===== src/pkg/sdcap_pkg.sv =====
`default_nettype none
package sdcap_pkg;
  // Pin field widths, bank count and auto-precharge bit position
  localparam int SDCAP_ADDR_W = 13;
  localparam int SDCAP_COL_W = 9;
  localparam int SDCAP_BANKS = 4;
  localparam int SDCAP_BANK_W = 2;
  localparam int SDCAP_AP_BIT = 10;

  // Mode register choice on the bank select pair
  localparam logic [1:0] SDCAP_MODE_STD_SEL = 2'h0;
  localparam logic [1:0] SDCAP_MODE_EXT_SEL = 2'h2;

  // Values after reset
  localparam logic SDCAP_CLK_EN_RST = 1'h1;
  localparam logic SDCAP_SEL_N_RST = 1'h1;
  localparam logic [12:0] SDCAP_ADDR_RST = 13'h0000;
  localparam logic [1:0] SDCAP_BANK_RST = 2'h0;
  localparam logic [12:0] SDCAP_MODE_RST = 13'h0000;
  localparam logic [7:0] SDCAP_BURST_CNT_RST = 8'h00;

  // Commands, coded as {row, col, write} strobes, active low
  typedef enum logic [2:0] {
    SDCAP_CMD_MODE = 3'b000,
    SDCAP_CMD_REFRESH = 3'b001,
    SDCAP_CMD_PRECHARGE = 3'b010,
    SDCAP_CMD_ACTIVATE = 3'b011,
    SDCAP_CMD_WRITE = 3'b100,
    SDCAP_CMD_READ = 3'b101,
    SDCAP_CMD_TERMINATE = 3'b110,
    SDCAP_CMD_NOP = 3'b111
  } sdcap_cmd_t;
endpackage
`default_nettype wire


===== src/pkg/sdcap_if.sv =====
`timescale 1ns/1ps
`default_nettype none
interface sdcap_if;
  import sdcap_pkg::*;
  logic clk_en;
  logic dev_sel_n;
  logic row_strobe_n;
  logic col_strobe_n;
  logic write_strobe_n;
  logic bank_select_low;
  logic bank_select_high;
  logic [SDCAP_ADDR_W-1:0] addr;

  // Memory controller end
  modport ctrl (
    output clk_en, dev_sel_n, row_strobe_n, col_strobe_n, write_strobe_n,
    output bank_select_low, bank_select_high, addr
  );

  // Memory device end
  modport dev (
    input clk_en, dev_sel_n, row_strobe_n, col_strobe_n, write_strobe_n,
    input bank_select_low, bank_select_high, addr
  );
endinterface
`default_nettype wire


===== src/rtl/sdcap_dev_end.sv =====
`timescale 1ns/1ps
`default_nettype none
module sdcap_dev_end
  import sdcap_pkg::*;
#(
  parameter int BURST_LEN = 4
) (
  // Clock and reset
  input wire logic sys_clk,
  input wire logic resetn,
  // Pins from the controller
  sdcap_if.dev pins,
  // Decoded command view
  output sdcap_cmd_t last_cmd_q,
  output logic cmd_pulse_q,
  output logic [SDCAP_BANK_W-1:0] last_bank_q,
  // Bank state
  output logic [SDCAP_BANKS-1:0] bank_open_q,
  output logic [SDCAP_BANKS*SDCAP_ADDR_W-1:0] bank_row_q,
  output logic [SDCAP_BANKS-1:0] precharge_pulse_q,
  // Burst state
  output logic burst_active_q,
  output logic burst_write_q,
  output logic [SDCAP_BANK_W-1:0] burst_bank_q,
  output logic [SDCAP_COL_W-1:0] col_addr_q,
  output logic burst_auto_pre_q,
  // Mode registers and power
  output logic [SDCAP_ADDR_W-1:0] mode_reg_q,
  output logic [SDCAP_ADDR_W-1:0] ext_mode_reg_q,
  output logic refresh_pulse_q,
  output logic suspended_q
);
  // Refuse burst lengths below 1 or above 255
  if (BURST_LEN < 1 || BURST_LEN > 255) begin : g_bad_len
    $error("BURST_LEN must be 1 to 255");
  end

  // Counter value on the last beat
  localparam logic [7:0] BURST_LAST = 8'(BURST_LEN - 1);

  // Sampled pins
  logic clk_en_q;
  logic sel_n_q;
  logic [2:0] strobes_q;
  logic [SDCAP_BANK_W-1:0] bank_in_q;
  logic [SDCAP_ADDR_W-1:0] addr_in_q;
  // Internal
  logic run;
  sdcap_cmd_t cmd;
  logic [7:0] burst_cnt_q;
  logic burst_end;
  logic ap_in;
  logic [SDCAP_BANKS-1:0] pre_d;

  // Input register on the rising edge
  always_ff @(posedge sys_clk or negedge resetn) begin
    if (!resetn) begin
      clk_en_q <= SDCAP_CLK_EN_RST;
      sel_n_q <= SDCAP_SEL_N_RST;
      strobes_q <= SDCAP_CMD_NOP;
      bank_in_q <= SDCAP_BANK_RST;
      addr_in_q <= SDCAP_ADDR_RST;
    end else begin
      clk_en_q <= pins.clk_en;
      sel_n_q <= pins.dev_sel_n;
      strobes_q <= {pins.row_strobe_n, pins.col_strobe_n, pins.write_strobe_n};
      bank_in_q <= {pins.bank_select_high, pins.bank_select_low};
      addr_in_q <= pins.addr;
    end
  end

  // Internal clock runs only while the gate was high
  assign run = clk_en_q;

  // Command decode, select gates the decoder
  always_comb begin
    cmd = SDCAP_CMD_NOP;
    if (run && !sel_n_q) begin
      cmd = sdcap_cmd_t'(strobes_q);
    end
  end

  // Auto-precharge bit, and last beat, which is held off while the gate is low
  assign ap_in = addr_in_q[SDCAP_AP_BIT];
  assign burst_end = burst_active_q && run && (burst_cnt_q == BURST_LAST);

  // Power state seen by the array
  always_ff @(posedge sys_clk or negedge resetn) begin
    if (!resetn) begin
      suspended_q <= 1'b0;
    end else begin
      suspended_q <= !run;
    end
  end

  // Decoded command record
  always_ff @(posedge sys_clk or negedge resetn) begin
    if (!resetn) begin
      last_cmd_q <= SDCAP_CMD_NOP;
      cmd_pulse_q <= 1'b0;
      last_bank_q <= SDCAP_BANK_RST;
      refresh_pulse_q <= 1'b0;
    end else begin
      cmd_pulse_q <= (cmd != SDCAP_CMD_NOP);
      refresh_pulse_q <= (cmd == SDCAP_CMD_REFRESH);
      if (cmd != SDCAP_CMD_NOP) begin
        last_cmd_q <= cmd;
        last_bank_q <= bank_in_q;
      end
    end
  end

  // Mode registers picked by the bank pair
  always_ff @(posedge sys_clk or negedge resetn) begin
    if (!resetn) begin
      mode_reg_q <= SDCAP_MODE_RST;
      ext_mode_reg_q <= SDCAP_MODE_RST;
    end else if (cmd == SDCAP_CMD_MODE) begin
      if (bank_in_q == SDCAP_MODE_STD_SEL) begin
        mode_reg_q <= addr_in_q;
      end
      if (bank_in_q == SDCAP_MODE_EXT_SEL) begin
        ext_mode_reg_q <= addr_in_q;
      end
    end
  end

  // Burst engine keeps going while deselected
  always_ff @(posedge sys_clk or negedge resetn) begin
    if (!resetn) begin
      burst_active_q <= 1'b0;
      burst_write_q <= 1'b0;
      burst_bank_q <= SDCAP_BANK_RST;
      col_addr_q <= '0;
      burst_auto_pre_q <= 1'b0;
      burst_cnt_q <= SDCAP_BURST_CNT_RST;
    end else if (cmd == SDCAP_CMD_READ || cmd == SDCAP_CMD_WRITE) begin
      burst_active_q <= 1'b1;
      burst_write_q <= (cmd == SDCAP_CMD_WRITE);
      burst_bank_q <= bank_in_q;
      col_addr_q <= addr_in_q[SDCAP_COL_W-1:0];
      burst_auto_pre_q <= ap_in;
      burst_cnt_q <= SDCAP_BURST_CNT_RST;
    end else if (cmd == SDCAP_CMD_TERMINATE) begin
      burst_active_q <= 1'b0;
      burst_auto_pre_q <= 1'b0;
    end else if (burst_end) begin
      burst_active_q <= 1'b0;
      burst_auto_pre_q <= 1'b0;
    end else if (burst_active_q && run) begin
      burst_cnt_q <= burst_cnt_q + 8'h01;
    end
  end

  // Banks to close this cycle
  always_comb begin
    pre_d = '0;
    if (burst_end && burst_auto_pre_q) begin
      pre_d[burst_bank_q] = 1'b1;
    end
    if (cmd == SDCAP_CMD_PRECHARGE) begin
      if (ap_in) begin
        pre_d = '1;
      end else begin
        pre_d[bank_in_q] = 1'b1;
      end
    end
  end

  // Per-bank row state
  genvar b;
  generate
    for (b = 0; b < SDCAP_BANKS; b++) begin : g_bank
      always_ff @(posedge sys_clk or negedge resetn) begin
        if (!resetn) begin
          bank_open_q[b] <= 1'b0;
          bank_row_q[b*SDCAP_ADDR_W +: SDCAP_ADDR_W] <= SDCAP_ADDR_RST;
          precharge_pulse_q[b] <= 1'b0;
        end else begin
          precharge_pulse_q[b] <= pre_d[b];
          // Activate wins over a precharge landing in the same cycle
          if (cmd == SDCAP_CMD_ACTIVATE && bank_in_q == SDCAP_BANK_W'(b)) begin
            bank_open_q[b] <= 1'b1;
            bank_row_q[b*SDCAP_ADDR_W +: SDCAP_ADDR_W] <= addr_in_q;
          end else if (pre_d[b]) begin
            bank_open_q[b] <= 1'b0;
          end
        end
      end
    end
  endgenerate
endmodule // sdcap_dev_end
`default_nettype wire


===== src/flat_wrapper.sv =====
// flat-port wrapper written by rule: the top's interface ports become plain ports
module sdcap_dev_end_flat import sdcap_pkg::*;
#(
  parameter int BURST_LEN = 4
)
  (sys_clk, resetn, last_cmd_q, cmd_pulse_q, last_bank_q, bank_open_q, bank_row_q, precharge_pulse_q, burst_active_q, burst_write_q, burst_bank_q, col_addr_q, burst_auto_pre_q, mode_reg_q, ext_mode_reg_q, refresh_pulse_q, suspended_q, pins_clk_en, pins_dev_sel_n, pins_row_strobe_n, pins_col_strobe_n, pins_write_strobe_n, pins_bank_select_low, pins_bank_select_high, pins_addr);
  sdcap_if pins_i ();
  input wire logic sys_clk;
  input wire logic resetn;
  output sdcap_cmd_t last_cmd_q;
  output logic cmd_pulse_q;
  output logic [SDCAP_BANK_W-1:0] last_bank_q;
  output logic [SDCAP_BANKS-1:0] bank_open_q;
  output logic [SDCAP_BANKS*SDCAP_ADDR_W-1:0] bank_row_q;
  output logic [SDCAP_BANKS-1:0] precharge_pulse_q;
  output logic burst_active_q;
  output logic burst_write_q;
  output logic [SDCAP_BANK_W-1:0] burst_bank_q;
  output logic [SDCAP_COL_W-1:0] col_addr_q;
  output logic burst_auto_pre_q;
  output logic [SDCAP_ADDR_W-1:0] mode_reg_q;
  output logic [SDCAP_ADDR_W-1:0] ext_mode_reg_q;
  output logic refresh_pulse_q;
  output logic suspended_q;
  input wire logic [$bits(pins_i.clk_en)-1:0] pins_clk_en;
  input wire logic [$bits(pins_i.dev_sel_n)-1:0] pins_dev_sel_n;
  input wire logic [$bits(pins_i.row_strobe_n)-1:0] pins_row_strobe_n;
  input wire logic [$bits(pins_i.col_strobe_n)-1:0] pins_col_strobe_n;
  input wire logic [$bits(pins_i.write_strobe_n)-1:0] pins_write_strobe_n;
  input wire logic [$bits(pins_i.bank_select_low)-1:0] pins_bank_select_low;
  input wire logic [$bits(pins_i.bank_select_high)-1:0] pins_bank_select_high;
  input wire logic [$bits(pins_i.addr)-1:0] pins_addr;
  assign pins_i.clk_en = pins_clk_en;
  assign pins_i.dev_sel_n = pins_dev_sel_n;
  assign pins_i.row_strobe_n = pins_row_strobe_n;
  assign pins_i.col_strobe_n = pins_col_strobe_n;
  assign pins_i.write_strobe_n = pins_write_strobe_n;
  assign pins_i.bank_select_low = pins_bank_select_low;
  assign pins_i.bank_select_high = pins_bank_select_high;
  assign pins_i.addr = pins_addr;
  sdcap_dev_end #(.BURST_LEN(BURST_LEN)) u_core (.sys_clk(sys_clk), .resetn(resetn), .pins(pins_i), .last_cmd_q(last_cmd_q), .cmd_pulse_q(cmd_pulse_q), .last_bank_q(last_bank_q), .bank_open_q(bank_open_q), .bank_row_q(bank_row_q), .precharge_pulse_q(precharge_pulse_q), .burst_active_q(burst_active_q), .burst_write_q(burst_write_q), .burst_bank_q(burst_bank_q), .col_addr_q(col_addr_q), .burst_auto_pre_q(burst_auto_pre_q), .mode_reg_q(mode_reg_q), .ext_mode_reg_q(ext_mode_reg_q), .refresh_pulse_q(refresh_pulse_q), .suspended_q(suspended_q));
endmodule

===== config.mk =====
export PLATFORM = sky130hd
export DESIGN_NAME = sdcap_dev_end_flat
export DESIGN_NICKNAME = d
export VERILOG_FILES = /design/src/pkg/sdcap_pkg.sv /design/src/pkg/sdcap_if.sv /design/src/rtl/sdcap_dev_end.sv /design/src/flat_wrapper.sv
export SDC_FILE = /design/constraint.sdc
export NUM_CORES = 1
export LEC_CHECK = 0
export ABC_AREA = 0
export CAP_MARGIN = 20
export CORE_ASPECT_RATIO = 0.9
export CORE_MARGIN = 5
export CORE_UTILIZATION = 37
export CTS_BUF_LIST = sky130_fd_sc_hd__clkbuf_16
export CTS_CLUSTER_SIZE = 40
export DETAILED_ROUTE_END_ITERATION = 7
export DONT_BUFFER_PORTS = 1
export HOLD_SLACK_MARGIN = 0.08
export PLACE_DENSITY = 0.62
export SYNTH_ARGS = -nofsm -noshare
export SYNTH_HDL_FRONTEND = slang
export SYNTH_SLANG_ARGS = --single-unit

===== constraint.sdc =====
create_clock -name sys_clk -period 2.4 [get_ports sys_clk]
set_input_delay 0.12 -clock sys_clk [delete_from_list [all_inputs] [get_ports sys_clk]]
set_output_delay 0.12 -clock sys_clk [all_outputs]
set_load 0.02 [all_outputs]

==> results of run 1 <==
[power groups by stage]
stage	clock network (mW)	logic [mW]	registers, mW
floorplan	0	0.368	3.14
global placement	0	0.395	3.26
detailed placement	0	0.416	3.27
CTS	2.69	0.448	3.24
global route	2.81	0.492	3.27
finish	2.62	0.445	3.22
[worst max path at each step]
stage | start | cells after the start | to | slack [ns]
3_3_place_gp | u_core.clk_en_q | 5 | u_core.mode_reg_q[0] | 0.40
6_report | u_core.clk_en_q | 5 | u_core.mode_reg_q[0] | 0.32
5_1_grt | u_core.clk_en_q | 5 | u_core.mode_reg_q[0] | 0.23
4_1_cts | u_core.clk_en_q | 5 | u_core.mode_reg_q[0] | 0.31
3_5_place_dp | u_core.clk_en_q | 5 | u_core.mode_reg_q[12] | 0.35
2_1_floorplan | u_core.strobes_q[1] | 6 | u_core.bank_row_q[16] | 0.37
[Yosys cell counts, drive strengths merged (2+ instances only)]
cell type | instances | share of area [%]
o21bai | 3 | 0.43
mux2 | 94 | 21
a31oi | 2 | 0.24
nand3 | 3 | 0.29
inv | 9 | 0.65
clkbuf | 5 | 0.38
a21oi | 7 | 0.67
nor2b | 3 | 0.36
nand4 | 3 | 0.36
o211ai | 2 | 0.29
nand2 | 10 | 0.72
or4 | 3 | 0.51
dfstp | 8 | 4.0
buf | 9 | 1.4
nor3 | 6 | 1.2
a32o | 2 | 0.38
dfrtp | 128 | 62
o32ai | 3 | 0.51
o22a | 3 | 0.51
nor2 | 12 | 0.96
or3 | 4 | 0.58
o21ai | 6 | 0.58
[logic make-up (layout without fill, tap and decap cells)]
| kind of cell | Yosys count | after routing | share of synthesized area, % |
|---|---|---|---|
| flops | 136 | 136 | 65.6 |
| mux | 94 | 94 | 21.0 |
| simple gates | 53 | 53 | 6.50 |
| compound gates | 32 | 32 | 4.21 |
| buf+inv | 23 | 75 | 2.43 |
| fa+ha+maj | 1 | 1 | 0.241 |
[state kept, by name (all words and copies together), names as in the netlist, 2 cells and up]
signal,flops
u_core.bank_row_q,52
u_core.addr_in_q,13
u_core.ext_mode_reg_q,13
u_core.mode_reg_q,13
u_core.col_addr_q,9
u_core.burst_cnt_q,8
u_core.bank_open_q,4
u_core.precharge_pulse_q,4
u_core.last_cmd_q,3
u_core.strobes_q,3
u_core.bank_in_q,2
u_core.burst_bank_q,2
u_core.last_bank_q,2
[metal layers]
metal | share of wire, % | wire length [um] | up-vias
li1 | - | - | 1298
met1 | 40 | 4790 | 1541
met2 | 48 | 5720 | 103
met3 | 9.2 | 1100 | 13
met4 | 2.5 | 296 | 0
met5 | 0 | 0 | -
[layout make-up]
| class | instances | area [sq um] | share of cell area, % |
|---|---|---|---|
| flip-flops and latches | 136 | 3410 | 54.5 |
| inverters | 9 | 33.8 | 0.539 |
| clock buffers | 17 | 425 | 6.79 |
| clock inverters | 15 | 176 | 2.82 |
| repair buffers | 34 | 305 | 4.88 |
| well taps | 193 | 241 | 3.86 |
| multi-input cells | 180 | 1670 | 26.6 |
==> metrics.md, run 1 <==
| Metric | Value |
|---|---|
| Post-DRT Antenna Nets | `0` |
| Yosys reg bits | `136` |
| Worst setup SP type | `flop` |
| Share of cells above drive strength 1 | `39.6%` |
| DR vias | `2955` |
| Gr usage total | `15.0%` |
| Final Total Pwr | `6.29 mW` |
| Relative slew margins | `between 60% and 70%` |
| Synthesized Nets | `362` |
| Worst-margin pin slew | `0.534 ns` |
| Clock power frac | `41.6%` |
| Hold WC Path Type | `in -> async` |
| Psw | `1.77 mW` |
| Sw Share | `about 28%` |
| Area grow syn2layout | `20.4%` |
| TritonCTS Buffers | `17` |
| Most common cell after layout, fill and taps aside | `dfrtp_1` |
| Outcome | `complete, but fails checks` |
| Internal power | `4.52 mW` |
| Worst Path Max Fanout | `13` |
| Crit path time final | `between 2 and 2.5 ns` |
| RSZ-0062 raised after global routing | `false` |
| Max clock buf depth | `2` |
| Final std cells w/o fill | `584` |
| Final Cycle Share | `86.8%` |
| Routability cong. | `between 0.7 and 0.8` |
| Wire per inst | `20.4 um` |
| Crit path DAT | `2.38 ns` |
| Fin. Hold Viols | `~140` |
| First-pass GRT wire length | `~18000 um` |
| Post-cts resize count | `0` |
| Post-cts hold buffer count | `20` |
| Worst hold slack | `-0.601 ns` |
| PwrDens | `roughly 1000 nW/um^2` |
| Prevailing post-synth register cell | `dfrtp_1` |
| Clock Skew | `around 0.0075 ns` |
| Sink Count | `136` |
| Post-Route WL | `11900 um` |
| Chip Height | `122 um` |
| Worst slack, placed | `0.346 ns` |
| Row cnt | `a little over 40` |
| Final slew viol count | `0` |
| Crit Reg-Reg Startpoint | `u_core.clk_en_q` |
| DP Cell Count | `532` |
| # IOs | `130` |
| Starting DRT DRC Count | `between 150 and 200` |
| Initial Util | `a little under two fifths` |
| Critical-path top delay cell | `dfstp_2` |
| CP cell instances | `nand2b_1, or4_4, nor3_4, buf_4, mux2_2` |
| Fillers | `around 1200` |
| Reg2Reg Setup Slack | `0.32 ns` |
| Die ar. | `16500 sq um` |
| GR Util met1 | `17.3%` |
| Worst path top cell family by delay | `simple AND/OR/NAND/NOR gates` |
| DP Area | `5460 sq um` |
| Max-capacitance violation count | `0` |
| Failing checks | `hold timing` |
| Sequential fraction of the synthesis area | `65.6%` |
| Die span in x | `135 um` |
| Post-synth EDFFs | `0` |
| Reg clk slew, reported paths | `0.06 ns` |
| Worst setup margin | `0.316 ns` |
| Clock Latency Late Sink | `0.41 ns` |
| Avg Synthesized Cell Area | `15.3 sq um` |
| Initial antenna violation count | `0` |
| Design area | `6260 sq um` |
| Largest net degree at the start of global routing | `between 100 and 150` |
| CP endpoint kind | `flop` |
| Vias in the first global route | `3145` |
| Final TNS setup | `0 ns` |
| Pre-Repair DR Iteration Count | `4` |
| Combinational Power Share | `7.1%` |
| Max H-tree Level | `4` |
| Total global routing overflow | `0` |
| Gate count after technology mapping | `339` |
| Core footprint | `13900 sq um` |
| Grt met3 use | `between 7 and 8%` |
| GRT busiest layer | `met2` |
| Worst path max stage delay | `between 0.5 and 0.6 ns` |
| M2 GR Usage | `23.6%` |
| # DRC | `0` |
| F_max | `0.480 GHz` |
| CP Buf/Inv Count | `1` |
| Sequential power share | `51.3%` |
| Nets | `401` |
| Antenna diodes | `0` |
| Mapped Area | `5200 sq um` |
| FF-to-FF End | `u_core.mode_reg_q[0]` |
| LEAKAGE | `~2.9 nW` |
| Maximum vdd drop | `0.537 mV` |
| Synth warn | `0` |
| Vias/cell | `5.06` |
| Dpl hpwl | `7960 um` |
| Fin util | `45.0%` |
| PortBufs | `0` |
| Post-CTS Setup Bufs | `0` |
| Root buffer cell | `clkbuf_16` |
| TritonCTS clock tree | `done` |
| WP data required | `2.70 ns` |
| Reg2reg path depth | `5` |
| Critical path type | `reg -> reg` |
| Most frequent cells in the layout | `128 x dfrtp_1, 83 x mux2_2, 20 x dlygate4sd3_1, 17 x clkbuf_16, 14 x buf_4` |
| Setup-failing EPs final | `0` |
| Cell variety after synth | `46` |
| Synth async-reset ratio | `100%` |
(Power assumes the default switching activity.)
==> run 2, diff against run 1 <==
--- a/config.mk
+++ b/config.mk
@@ -16,6 +16,7 @@
 export DONT_BUFFER_PORTS = 1
 export HOLD_SLACK_MARGIN = 0.08
 export PLACE_DENSITY = 0.62
+export SLEW_MARGIN = 0
 export SYNTH_ARGS = -nofsm -noshare
 export SYNTH_HDL_FRONTEND = slang
 export SYNTH_SLANG_ARGS = --single-unit
==> constraint.sdc (replaced) <==
create_clock -name sys_clk -period 2.1 [get_ports sys_clk]
set_input_delay 0.105 -clock sys_clk [delete_from_list [all_inputs] [get_ports sys_clk]]
set_output_delay 0.105 -clock sys_clk [all_outputs]
set_load 0.02 [all_outputs]
==> run 2 against run 1 <==
Effect of this change:
- register-to-register slack lost 0.20 ns
- the run still ends with hold timing left
- non-clock buffer count grew 5
- design area is 1.5% higher
- total power grew 13%
- die area did not move
- global-route usage rose by 0.25 points
==> metrics.md, run 2 (synthesized netlist as in run 1, its figures left out) <==
| Metric | Value |
|---|---|
| Chip Height | `122 um (unchanged)` |
| Area grow syn2layout | `22.2%` |
| Largest net degree at the start of global routing | `137 (unchanged)` |
| Sink Count | `136 (unchanged)` |
| Antenna diodes | `0 (unchanged)` |
| # DRC | `0 (unchanged)` |
| Post-Route WL | `11800 um (-0.66%)` |
| Most flop-heavy register | `u_core.bank_row_q` |
| Failing checks | `hold timing` |
| First-pass GRT wire length | `18900 um (+2.9%)` |
| TritonCTS clock tree | `done` |
| Reg2Reg Setup Slack | `0.12 ns (-0.20 ns)` |
| CP cell instances | `nand2_1, or3_4, nor3_4, buf_12, mux2_2` |
| Clock Latency Late Sink | `0.41 ns (about the same)` |
| Post-CTS Setup Bufs | `0 (unchanged)` |
| CP Buf/Inv Count | `1 (unchanged)` |
| WP data required | `2.39 ns (-0.31 ns)` |
| Max H-tree Level | `4 (unchanged)` |
| Worst setup SP type | `flop` |
| CP Depth | `5 (unchanged)` |
| Root buffer cell | `clkbuf_16` |
| CP endpoint kind | `flop` |
| LEAKAGE | `2.87 nW (+0.60%)` |
| Final slew viol count | `0 (unchanged)` |
| Core footprint | `13900 sq um (unchanged)` |
| Pre-Repair DR Iteration Count | `4 (unchanged)` |
| Vias/cell | `5.04 (-0.45%)` |
| Crit path from | `u_core.strobes_q[1]` |
| Gr usage total | `15.3% (+0.25 points)` |
| Routability cong. | `0.766 (-1.1%)` |
| Worst path top cell family by delay | `simple AND/OR/NAND/NOR gates` |
| Post-DRT Antenna Nets | `0 (unchanged)` |
| Crit path DAT | `2.27 ns (-0.11 ns)` |
| Vias in the first global route | `3229 (+2.7%)` |
| DR vias | `2967 (+0.41%)` |
| Die span in x | `135 um (unchanged)` |
| Outcome | `complete, but fails checks` |
| Setup-failing EPs final | `0 (unchanged)` |
| Initial antenna violation count | `0 (unchanged)` |
| Worst Path Max Fanout | `10 (-3)` |
| PortBufs | `0 (unchanged)` |
| Worst setup path endpoint | `u_core.bank_row_q[43]` |
| Initial Util | `37.4% (unchanged)` |
| Share of cells above drive strength 1 | `40.4% (+0.76 points)` |
| Dpl hpwl | `7880 um (-1.0%)` |
| Starting DRT DRC Count | `251 (+29%)` |
| Design area | `6350 sq um (+1.5%)` |
| TritonCTS Buffers | `17 (unchanged)` |
| # IOs | `130 (unchanged)` |
| RSZ-0062 raised after global routing | `false` |
| Hold WC Path Type | `in -> async` |
| Crit Reg-Reg Startpoint | `u_core.strobes_q[1]` |
| Largest register FFs | `52 (unchanged)` |
| Max-capacitance violation count | `0 (unchanged)` |
| Post-cts hold buffer count | `20 (unchanged)` |
| Crit path time final | `1.98 ns (-0.0999 ns)` |
| Relative slew margins | `69.7% (+5.4 points)` |
| Maximum vdd drop | `0.722 mV (+34%)` |
| Worst path max stage delay | `0.65 ns (+0.08 ns)` |
| FF-to-FF End | `u_core.bank_row_q[43]` |
| Register area | `3410 sq um (unchanged)` |
| DP Area | `5570 sq um (+2.1%)` |
| Fin. Hold Viols | `136 (unchanged)` |
| Reg clk slew, reported paths | `0.06 ns (about the same)` |
| Row cnt | `41 (unchanged)` |
| F_max | `0.504 GHz (+5.0%)` |
| Most frequent cells in the layout | `128 x dfrtp_1, 83 x mux2_2, 20 x dlygate4sd3_1, 17 x clkbuf_16, 13 x buf_4` |
| Post-cts resize count | `0 (unchanged)` |
| Final Cycle Share | `94.5% (+7.6 points)` |
| Critical-path top delay cell | `dfstp_2` |
| Multi-input gate area | `1670 sq um (unchanged)` |
| Total global routing overflow | `0 (unchanged)` |
| Final TNS setup | `0 ns (unchanged)` |
| Die ar. | `16500 sq um (unchanged)` |
| Max clock buf depth | `2 (unchanged)` |
| Nets | `406 (+1.2%)` |
| Most common cell after layout, fill and taps aside | `dfrtp_1` |
| PwrDens | `1120 nW/um^2 (+11%)` |
| Wire per inst | `20.1 um (-1.5%)` |
| Worst hold slack | `-0.614 ns (-0.0131 ns)` |
| Worst-margin pin slew | `0.452 ns (-0.0812 ns)` |
| Reg2reg path depth | `5 (unchanged)` |
| Fillers | `1206 (-3.1%)` |
| Critical path type | `reg -> reg` |
| Clock Skew | `0.0114 ns (+0.00387 ns)` |
-- run 2: changes by cell type in the layout (fill, tap and decap cells not counted), sizes merged --
cell,change
bufinv,-1
clkinv,+1
clkinvlp,+3
inv,-3
buf,+5
-- run 2: where the power goes --
part	total, mW	switching (mW)	internal [mW]	leakage [nW]
Sequential	3.66	0.682	2.98	1.74
Clock	2.88	1.13	1.75	0.269
Combinational	0.555	0.223	0.332	0.861
Total	7.09	2.04	5.06	2.87
-- run 2: area by class of cell --
cell class                      instances  share of cell area (%)
Inverter                                9                   0.532
Sequential cell                       136                    53.7
Clock buffer                           17                    6.70
Multi-Input combinational cell        180                    26.2
Timing Repair Buffer                   39                    6.58
Tap cell                              193                    3.80
Clock inverter                         15                    2.44
-- run 2: routing by layer --
metal | up-vias | share of wire, % | global-route usage, %
li1 | 1311 | - | -
met1 | 1514 | 40 | 18.6
met2 | 122 | 48 | 23.9
met3 | 20 | 9.5 | 7.38
met4 | 0 | 1.9 | 5.48
met5 | - | 0 | 0
-- run 2: how the worst min path moves through the flow --
stage / end / depth (start not counted) / slack, ns / startpoint
after floorplan: u_core.addr_in_q[0] / 0 / -0.19 / resetn
after global placement: u_core.col_addr_q[1] / 0 / -0.19 / resetn
after detailed placement: u_core.col_addr_q[1] / 0 / -0.19 / resetn
after CTS: u_core.bank_row_q[1] / 0 / -0.63 / resetn
after global routing: u_core.bank_row_q[1] / 0 / -0.64 / resetn
final: u_core.bank_row_q[1] / 0 / -0.61 / resetn
-- run 2: metrics by stage --
step	cells	hold slack [ns]	setup WS [ns]	util (%)	total power [mW]
floorplan	339	-0.191	0.0706	-	4.01
global placement	537	-0.187	0.162	40.1	4.20
detailed placement	537	-0.186	0.128	40.1	4.24
CTS	589	-0.634	0.115	45.7	7.19
global route	589	-0.644	0.0355	45.7	7.43
finish	589	-0.614	0.116	45.7	7.09
